## src/include/pin_role_pkg.sv

```systemverilog
/*
  register map, field layout, reset values and pin roles of the
  multipurpose pin role selector.
  assumes a 32-bit apb slave with word-aligned registers.
*/
package pin_role_pkg;
  // printed offsets are register indexes, byte address is four times that
  localparam logic [7:0] TRANSFER_INDEX  = 8'h0F;
  localparam logic [7:0] PRIMARY_INDEX   = 8'h40;
  localparam logic [7:0] SECONDARY_INDEX = 8'h41;
  localparam logic [7:0] PIN_STATUS_INDEX = 8'h43;
  localparam logic [7:0] ACTIVE_INDEX    = 8'h44;
  localparam int         BYTE_SHIFT      = 2;

  // primary field positions
  localparam int PRIMARY_B_LSB = 3;
  localparam int PRIMARY_A_LSB = 0;
  localparam int POWER_LSB     = 6;
  // secondary field positions
  localparam int SECONDARY_B_LSB = 4;
  localparam int SECONDARY_A_LSB = 0;
  localparam int TRANSFER_BIT    = 0;

  localparam logic [7:0] PRIMARY_RESET   = 8'h3F;
  localparam logic [7:0] SECONDARY_RESET = 8'h00;
  localparam logic [31:0] ACTIVE_RESET   = 32'h0000_0000;

  // primary codes
  localparam logic [2:0] PRI_ALARM    = 3'h0;
  localparam logic [2:0] PRI_FRAME    = 3'h1;
  localparam logic [2:0] PRI_DEFER    = 3'h6;
  localparam logic [2:0] PRI_DISABLED = 3'h7;
  // secondary codes
  localparam logic [3:0] SEC_CHANNEL  = 4'h0;
  localparam logic [3:0] SEC_TRANSFER = 4'h1;
  localparam logic [3:0] SEC_MASTER   = 4'h8;
  localparam logic [3:0] SEC_SLAVE    = 4'h9;

  typedef enum logic [2:0] {
    ROLE_ALARM,
    ROLE_FRAME_CLOCK,
    ROLE_CHANNEL_SEL,
    ROLE_TRANSFER,
    ROLE_MASTER_TRIG,
    ROLE_SLAVE_TRIG,
    ROLE_DISABLED
  } role_type;
endpackage : pin_role_pkg

```

## src/verilog/detect_gpio_pin_function_select.sv

```systemverilog
/*
  role selection for the two multipurpose pins, their apb registers and
  the shadow transfer that the transfer role or software starts.
  assumes pin inputs are asynchronous; the pad applies the pull-down
  and resolves the wire from the output enable.

  // Contract
  // - pin A code 000 alarm, 001 frame clock
  // - pin B code 000 alarm, 001 frame clock
  // - pin B code 110 uses upper secondary nibble
  // - pin A code 110 uses lower secondary nibble
  // - pin B code 111 pulled-down input, reset
  // - pin A code 111 pulled-down input, reset
  // - pin B nibble ignored unless code 110
  // - pin A nibble ignored unless code 110
  // - pin B nibble 0000 channel, 0001 transfer
  // - pin A nibble 0000 channel, 0001 transfer
  // - nibble 1000 drives master trigger out
  // - nibble 1001 accepts external slave trigger
  // - transfer copies pending settings, then self-clears
  // - pin B primary at bits 5:3, reset 111
*/
// The implementer's own choice: the APB interface to the registers.
`timescale 1ns/1ps

////////////////////////////////////////////////////////////////////////
// one pin: role decode, input synchroniser, output drive
module pin_role_slice
(
  input  wire logic       clock,
  input  wire logic       rst_n,
  input  wire logic [2:0] primary,
  input  wire logic [3:0] secondary,
  input  wire logic       levelAlarm,
  input  wire logic       multiframeClock,
  input  wire logic       masterNextTrigger,
  input  wire logic       pinIn,
  output logic            pinOut,
  output logic            pinOe,
  output logic            pinPullDown,
  output logic            pinLevel,
  output logic            channelSelect,
  output logic            transferRise,
  output logic            slaveNextTrigger
);
  pin_role_pkg::role_type deferRole;
  pin_role_pkg::role_type role;
  logic                   syncFirst;
  logic                   syncSecond;
  logic                   syncLast;
  logic                   isOutput;
  logic                   next_pinOut;

  // secondary role, only consulted under the defer code
  assign deferRole =
    (secondary == pin_role_pkg::SEC_CHANNEL)  ? pin_role_pkg::ROLE_CHANNEL_SEL :
    (secondary == pin_role_pkg::SEC_TRANSFER) ? pin_role_pkg::ROLE_TRANSFER :
    (secondary == pin_role_pkg::SEC_MASTER)   ? pin_role_pkg::ROLE_MASTER_TRIG :
    (secondary == pin_role_pkg::SEC_SLAVE)    ? pin_role_pkg::ROLE_SLAVE_TRIG :
    pin_role_pkg::ROLE_DISABLED;

  // primary select; unlisted codes fall back to the safe input
  assign role =
    (primary == pin_role_pkg::PRI_ALARM) ? pin_role_pkg::ROLE_ALARM :
    (primary == pin_role_pkg::PRI_FRAME) ? pin_role_pkg::ROLE_FRAME_CLOCK :
    (primary == pin_role_pkg::PRI_DEFER) ? deferRole :
    pin_role_pkg::ROLE_DISABLED;

  // drive only in the three output roles
  assign isOutput = (role == pin_role_pkg::ROLE_ALARM)
                 || (role == pin_role_pkg::ROLE_FRAME_CLOCK)
                 || (role == pin_role_pkg::ROLE_MASTER_TRIG);

  // output value mux, registered so the pad sees no decode glitches
  assign next_pinOut =
    (role == pin_role_pkg::ROLE_ALARM)       ? levelAlarm :
    (role == pin_role_pkg::ROLE_FRAME_CLOCK) ? multiframeClock :
    (role == pin_role_pkg::ROLE_MASTER_TRIG) ? masterNextTrigger :
    1'b0;

  // output flops; disabled after reset
  always_ff @(posedge clock)
  begin
    if (!rst_n)
    begin
      pinOut      <= 1'b0;
      pinOe       <= 1'b0;
      pinPullDown <= 1'b1;
    end
    else
    begin
      pinOut      <= next_pinOut;
      pinOe       <= isOutput;
      pinPullDown <= !isOutput;
    end
  end

  // two-flop synchroniser plus one stage for edge detection
  always_ff @(posedge clock)
  begin
    if (!rst_n)
    begin
      syncFirst  <= 1'b0;
      syncSecond <= 1'b0;
      syncLast   <= 1'b0;
    end
    else
    begin
      syncFirst  <= pinIn;
      syncSecond <= syncFirst;
      syncLast   <= syncSecond;
    end
  end

  // role inputs are gated by role so a stray level cannot leak through; pinLevel is not gated
  assign pinLevel         = syncSecond;
  assign channelSelect    = (role == pin_role_pkg::ROLE_CHANNEL_SEL) && syncSecond;
  assign slaveNextTrigger = (role == pin_role_pkg::ROLE_SLAVE_TRIG) && syncSecond;
  assign transferRise     = (role == pin_role_pkg::ROLE_TRANSFER)
                         && syncSecond && !syncLast;
endmodule : pin_role_slice

////////////////////////////////////////////////////////////////////////
// top: apb registers, two pin slices, shadow transfer
module detect_gpio_pin_function_select
(
  input  wire logic        clock,
  input  wire logic        rst_n,
  input  wire logic        psel,
  input  wire logic        penable,
  input  wire logic        pwrite,
  input  wire logic [11:0] paddr,
  input  wire logic [31:0] pwdata,
  output logic [31:0]      prdata,
  output logic             pready,
  output logic             pslverr,
  input  wire logic        levelAlarmA,
  input  wire logic        levelAlarmB,
  input  wire logic        multiframeClock,
  input  wire logic        masterNextTriggerOut,
  input  wire logic        multipurposePinAIn,
  output logic             multipurposePinAOut,
  output logic             multipurposePinAOe,
  output logic             multipurposePinAPullDown,
  input  wire logic        multipurposePinBIn,
  output logic             multipurposePinBOut,
  output logic             multipurposePinBOe,
  output logic             multipurposePinBPullDown,
  output logic             channelSelectA,
  output logic             channelSelectB,
  output logic             slaveNextTriggerIn,
  input  wire logic [31:0] pendingSettings,
  output logic [31:0]      activeSettings,
  output logic             transferStrobe
);
  logic [7:0]  primaryRole;
  logic [7:0]  secondaryRole;
  logic        transferPending;
  logic        pinLevelA;
  logic        pinLevelB;
  logic        transferRiseA;
  logic        transferRiseB;
  logic        slaveTriggerA;
  logic        slaveTriggerB;
  logic        accessPhase;
  logic        setupPhase;
  logic        writeStrobe;
  logic [9:0]  wordIndex;
  logic        hitTransfer;
  logic        hitPrimary;
  logic        hitSecondary;
  logic        hitStatus;
  logic        hitActive;
  logic        mapped;
  logic        alignedOk;
  logic        softTransfer;
  logic        setTransfer;
  logic [31:0] next_prdata;
  logic [31:0] statusWord;

  //////////////////////////////////////////////////////////////////////
  // address decode; word index is the printed offset
  assign wordIndex    = paddr[11:pin_role_pkg::BYTE_SHIFT];
  assign alignedOk    = (paddr[1:0] == 2'h0);
  assign hitTransfer  = alignedOk && (wordIndex == {2'h0, pin_role_pkg::TRANSFER_INDEX});
  assign hitPrimary   = alignedOk && (wordIndex == {2'h0, pin_role_pkg::PRIMARY_INDEX});
  assign hitSecondary = alignedOk && (wordIndex == {2'h0, pin_role_pkg::SECONDARY_INDEX});
  assign hitStatus    = alignedOk && (wordIndex == {2'h0, pin_role_pkg::PIN_STATUS_INDEX});
  assign hitActive    = alignedOk && (wordIndex == {2'h0, pin_role_pkg::ACTIVE_INDEX});
  assign mapped       = hitTransfer || hitPrimary || hitSecondary || hitStatus || hitActive;

  // zero-wait slave; read data is captured in the setup cycle
  assign setupPhase  = psel && !penable;
  assign accessPhase = psel && penable;
  assign writeStrobe = accessPhase && pwrite && mapped;
  assign pready      = 1'b1;
  assign pslverr     = accessPhase && !mapped;

  // read-only view of what the pins see and drive
  assign statusWord = {26'h0, transferPending, multipurposePinBOe, multipurposePinAOe,
                       pinLevelB, pinLevelA, 1'b0};

  // read mux; unmapped and reserved bits read zero
  assign next_prdata =
    hitTransfer  ? {31'h0, transferPending} :
    hitPrimary   ? {24'h0, primaryRole} :
    hitSecondary ? {24'h0, secondaryRole} :
    hitStatus    ? statusWord :
    hitActive    ? activeSettings :
    32'h0000_0000;

  always_ff @(posedge clock)
  begin
    if (!rst_n)
      prdata <= 32'h0000_0000;
    else if (setupPhase && !pwrite)
      prdata <= next_prdata;
  end

  //////////////////////////////////////////////////////////////////////
  // role select registers; both primary fields reset to disabled
  always_ff @(posedge clock)
  begin
    if (!rst_n)
    begin
      primaryRole   <= pin_role_pkg::PRIMARY_RESET;
      secondaryRole <= pin_role_pkg::SECONDARY_RESET;
    end
    else
    begin
      if (writeStrobe && hitPrimary)
        primaryRole <= pwdata[7:0];
      if (writeStrobe && hitSecondary)
        secondaryRole <= pwdata[7:0];
    end
  end

  //////////////////////////////////////////////////////////////////////
  // pin slices; field slices follow the register layout
  pin_role_slice pinA
  (
    .clock             (clock),
    .rst_n             (rst_n),
    .primary           (primaryRole[pin_role_pkg::PRIMARY_A_LSB +: 3]),
    .secondary         (secondaryRole[pin_role_pkg::SECONDARY_A_LSB +: 4]),
    .levelAlarm        (levelAlarmA),
    .multiframeClock   (multiframeClock),
    .masterNextTrigger (masterNextTriggerOut),
    .pinIn             (multipurposePinAIn),
    .pinOut            (multipurposePinAOut),
    .pinOe             (multipurposePinAOe),
    .pinPullDown       (multipurposePinAPullDown),
    .pinLevel          (pinLevelA),
    .channelSelect     (channelSelectA),
    .transferRise      (transferRiseA),
    .slaveNextTrigger  (slaveTriggerA)
  );

  pin_role_slice pinB
  (
    .clock             (clock),
    .rst_n             (rst_n),
    .primary           (primaryRole[pin_role_pkg::PRIMARY_B_LSB +: 3]),
    .secondary         (secondaryRole[pin_role_pkg::SECONDARY_B_LSB +: 4]),
    .levelAlarm        (levelAlarmB),
    .multiframeClock   (multiframeClock),
    .masterNextTrigger (masterNextTriggerOut),
    .pinIn             (multipurposePinBIn),
    .pinOut            (multipurposePinBOut),
    .pinOe             (multipurposePinBOe),
    .pinPullDown       (multipurposePinBPullDown),
    .pinLevel          (pinLevelB),
    .channelSelect     (channelSelectB),
    .transferRise      (transferRiseB),
    .slaveNextTrigger  (slaveTriggerB)
  );

  // either pin may carry the external trigger from the master
  assign slaveNextTriggerIn = slaveTriggerA || slaveTriggerB;

  //////////////////////////////////////////////////////////////////////
  // shadow transfer; a new request in the completing cycle is kept
  assign softTransfer = writeStrobe && hitTransfer && pwdata[pin_role_pkg::TRANSFER_BIT];
  assign setTransfer  = softTransfer || transferRiseA || transferRiseB;

  always_ff @(posedge clock)
  begin
    if (!rst_n)
      transferPending <= 1'b0;
    else if (setTransfer)
      transferPending <= 1'b1;
    else if (transferPending)
      transferPending <= 1'b0;
  end

  // copy pending settings to the active set one cycle after the request
  always_ff @(posedge clock)
  begin
    if (!rst_n)
    begin
      activeSettings <= pin_role_pkg::ACTIVE_RESET;
      transferStrobe <= 1'b0;
    end
    else
    begin
      transferStrobe <= transferPending;
      if (transferPending)
        activeSettings <= pendingSettings;
    end
  end
endmodule : detect_gpio_pin_function_select

```

## config.mk

```make
export PLATFORM = sky130hd
export DESIGN_NAME = detect_gpio_pin_function_select
export DESIGN_NICKNAME = d
export VERILOG_FILES = /design/src/include/pin_role_pkg.sv /design/src/verilog/detect_gpio_pin_function_select.sv
export SDC_FILE = /design/constraint.sdc
export NUM_CORES = 1
export LEC_CHECK = 0
export BUFFER_PORTS_ARGS = -buffer_cell sky130_fd_sc_hd__buf_2
export CORE_MARGIN = 2
export CORE_UTILIZATION = 47
export CTS_CLUSTER_SIZE = 8
export DETAILED_ROUTE_END_ITERATION = 10
export PLACE_DENSITY = 0.79
export SLEW_MARGIN = 20
export SYNTH_ARGS = -nofsm -noshare
export SYNTH_HDL_FRONTEND = slang
export SYNTH_SLANG_ARGS = --single-unit
```

## constraint.sdc

```tcl
create_clock -name clock -period 1.9 [get_ports clock]
set_input_delay 0.19 -clock clock [delete_from_list [all_inputs] [get_ports clock]]
set_output_delay 0.19 -clock clock [all_outputs]
set_load 0.02 [all_outputs]
```

==> flow_metrics.py <==
metrics = {
    "clock_network": {
        "postCtsHoldBufs": 0,
        "htreeDepth": 3,
        "clk_pin_slew_ns": 0.09,
        "cts.sinks": 94,
        "cts_buffers": 9,
        "clockBufferDepth": 2,
        "cts_tree": "yes",
        "clkLatencyLatePin_ns": 0.36,
        "cts_root_buffer": "clkbuf_8",
    },
    "floorplan": {
        "pin_count": 163,
        "start_util_pct": 48.68,
        "fp.dieArea_um2": 8779,
        "fp.dieH_um": 93.70,
        "fp.dieW_um": 93.70,
        "core_um2": 7767,
        "row_count": 32,
    },
    "synthesis": {
        "synth.yosys.seq_area_share_pct": 49.77,
        "synth_area_leaders": "dfxtp_1, mux2i_1, nor2b_1",
        "async_flop_share_pct": 0,
        "syn_nets": 457,
        "yosys_register_bits": 94,
        "synth_warnings": 0,
        "synth_cells": 370,
        "synth_area_um2": 3781,
        "synth_ff_type": "dfxtp_1",
        "postSynthAreaPerCell_um2": 10.22,
        "synth-edff-count": 0,
        "yosys.area.top_type_share_pct": 49.77,
        "synth_top_area_cell": "dfxtp_1",
        "synth.distinct_cells": 44,
    },
    "grt": {
        "grt_overflow": 0,
        "grt_pass1_wl_um": 14460,
        "track_usage_pct": 21.02,
        "antenna_found_initial": 0,
        "grt_pass1_vias": 3025,
        "grt_max_degree": 33,
    },
    "worst_setup_path": {
        "crit_path_cell_trace": "nor3b_4 -> a32oi_2 -> o22ai_1 -> buf_2",
        "critPathRequiredTime_ns": 1.71,
        "crit_start": "secondaryRole[1]$_SDFFE_PN0P_",
        "cp_data_arrival_time_ns": 1.65,
        "critPathTopFamily": "compound AO/OA/AOI/OAI gates",
        "end_kind": "output port",
        "cpPeakStageDelay_ns": 0.37,
        "cp_slowest_cell": "dfxtp_1",
        "critPathKind": "reg2out",
        "r2r_slack_ns": 0.44,
        "critical_path.startpoint_type": "flip-flop",
        "rr_startpoint": "secondaryRole[5]$_SDFFE_PN0P_",
        "critical_path_buf_inv_count": 1,
        "path_max_fanout": 4,
    },
    "detailed_routing": {
        "drtIter0Drc": 106,
        "vias": 3320,
        "wl_um": 9514,
        "drt-wirelength-per-cell_um": 15.50,
        "firstDrtPassIters": 4,
        "drt.antenna.violating_nets": 0,
        "drc": 0,
        "viasPerCell": 5.407,
    },
    "final_layout": {
        "area_growth_pct": 27.13,
        "layout-drive-gt1-share_pct": 35.16,
        "fill_cells": 689,
        "diodes": 0,
        "final_cell_count_no_fill": 614,
        "final_nets": 595,
    },
    "timing": {
        "fmax_mhz": 542.4,
        "fin_crit_ns": 1.844,
        "post-route-period-util_pct": 97.04,
        "rsz0062_at_grt": "yes",
        "tightest_slew_ns": 0.5479,
        "worst_slack_ns": 0.05633,
        "final-hold-violation-count": 0,
        "timing.setup.tns_ns": 0,
        "finClkSkew_ns": 0.008010,
        "maxSlewViolCount": 0,
        "finalSetupViolCount": 0,
        "slew_headroom_pct": 63.47,
    },
    "place": {
        "hpwlAfterDp_um": 7033,
        "gp_congestion": 0.8883,
        "dpl.cell_count": 599,
        "pre_cts_ws_ns": 0.04876,
        "port-buffer-count": 137,
    },
    "min_path": {
        "min_path_type": "in2reg",
        "min_from": "multipurposePinAIn",
    },
    "run_status": {
        "status": "finished, final reports clean",
    },
    "pwr": {
        "p_leak_nw": 2.041,
        "cellPowerDensity_nw_per_um2": 699.1,
        "peakVddDrop_v": 0.0003985,
    },
    "job": {
        "maxCapViolations": 0,
    },
}
## report_power, final
group	internal, mW	leakage, nW	switching [mW]	total, mW
combinational	0.0872	1.20	0.107	0.194
clock	0.504	0.0804	0.686	1.19
sequential	1.97	0.758	0.00319	1.98
## metal layers
| layer | track usage [%] | vias up | share of wire, % |
|---|---|---|---|
| met3 | 4.414 | 18 | 6.9 |
| li1 | - | 1592 | - |
| met4 | 9.058 | 0 | 2.2 |
| met1 | 26.80 | 1576 | 44 |
| met5 | 0 | - | 0 |
| met2 | 34.40 | 134 | 47 |
## cell families after synthesis
logic type | share of synthesized area (%)
buffers and inverters | 4.600
AO/OA/AOI/OAI | 13.17
multiplexers | 12.21
other | 0.09918
AND/OR/NAND/NOR | 20.15
flip-flops | 49.77
## layout by cell type (no fill, tap or decap), drive strengths merged, types with 2 or more instances in the layout
cell type,Yosys,final
nand2b,6,6
mux2i,45,45
nor3,4,4
nand2,30,30
o311ai,6,6
and4b,3,3
a32oi,2,2
nor3b,7,7
nand4,3,3
o21ai,11,11
o21a,2,2
dfxtp,94,94
nor4,4,4
nand3,6,6
or4,2,2
o2bb2ai,2,2
nor2b,38,38
inv,9,9
clkinv,0,2
nor2,13,13
and2,7,7
a221oi,4,4
clkbuf,19,10
buf,6,152
o31ai,6,6
a22o,24,24
and3,2,2
a21oi,4,4
clkinvlp,0,3
## sequential cells by signal (all words and copies together) (netlist names), 8 cells and up
| register | count |
|---|---|
| primaryRole | 8 |
| prdata | 32 |
| secondaryRole | 8 |
| activeSettings | 32 |
## synthesized netlist by cell type (3+ instances only)
cell type  instances
dfxtp_1           94
mux2i_1           45
nor2b_1           38
nand2_1           30
a22o_1            24
clkbuf_1          19
nor2_1            13
o21ai_0           11
inv_1              8
and2_1             7
nor3b_1            7
nand2b_1           6
nand3_1            6
o311ai_0           6
o31ai_1            6
a21oi_1            4
a221oi_1           4
nor3_1             4
and4b_1            3
nand4_1            3
## final timing paths
| kind | to | cells after the start |
|---|---|---|
| worst max-delay path | slaveNextTriggerIn | 4 |
| worst min-delay path | pinA.syncFirst$_SDFF_PN0_ | 2 |
| worst max register to register | transferPending$_SDFF_PN0_ | 4 |
| worst min register to register | pinA.pinLevel$_SDFF_PN0_ | 1 |
## cell type report
type                    count  area (um2)  share of cell area (%)
well taps                 102       127.6                   2.655
inverters                   9       33.78                  0.7028
repair buffers            152       823.3                   17.13
clock inverters             5       36.28                  0.7548
clock buffers              10       137.6                   2.863
flip-flops and latches     94        1884                   39.20
multi-input cells         242        1764                   36.70
## repair_timing
item	4_1_cts	5_1_grt
pin swaps	0	0
endpoints found under the setup margin	3	4
resized for setup	2	5
setup buffers	0	0
endpoints found under the hold margin	0	0
## stage by stage
stage	utilization [%]	power (mW)	hold WS, ns	instance area [um2]
finish	61.89	3.361	0.03168	4807
global placement	59.17	2.210	0.3995	4596
detailed placement	59.17	2.214	0.4012	4596
global route	61.89	3.500	0.02518	4807
floorplan	-	2.113	0.3173	3781
CTS	61.55	3.384	0.01981	4781
No activity file was read; power rests on OpenSTA's default activity.
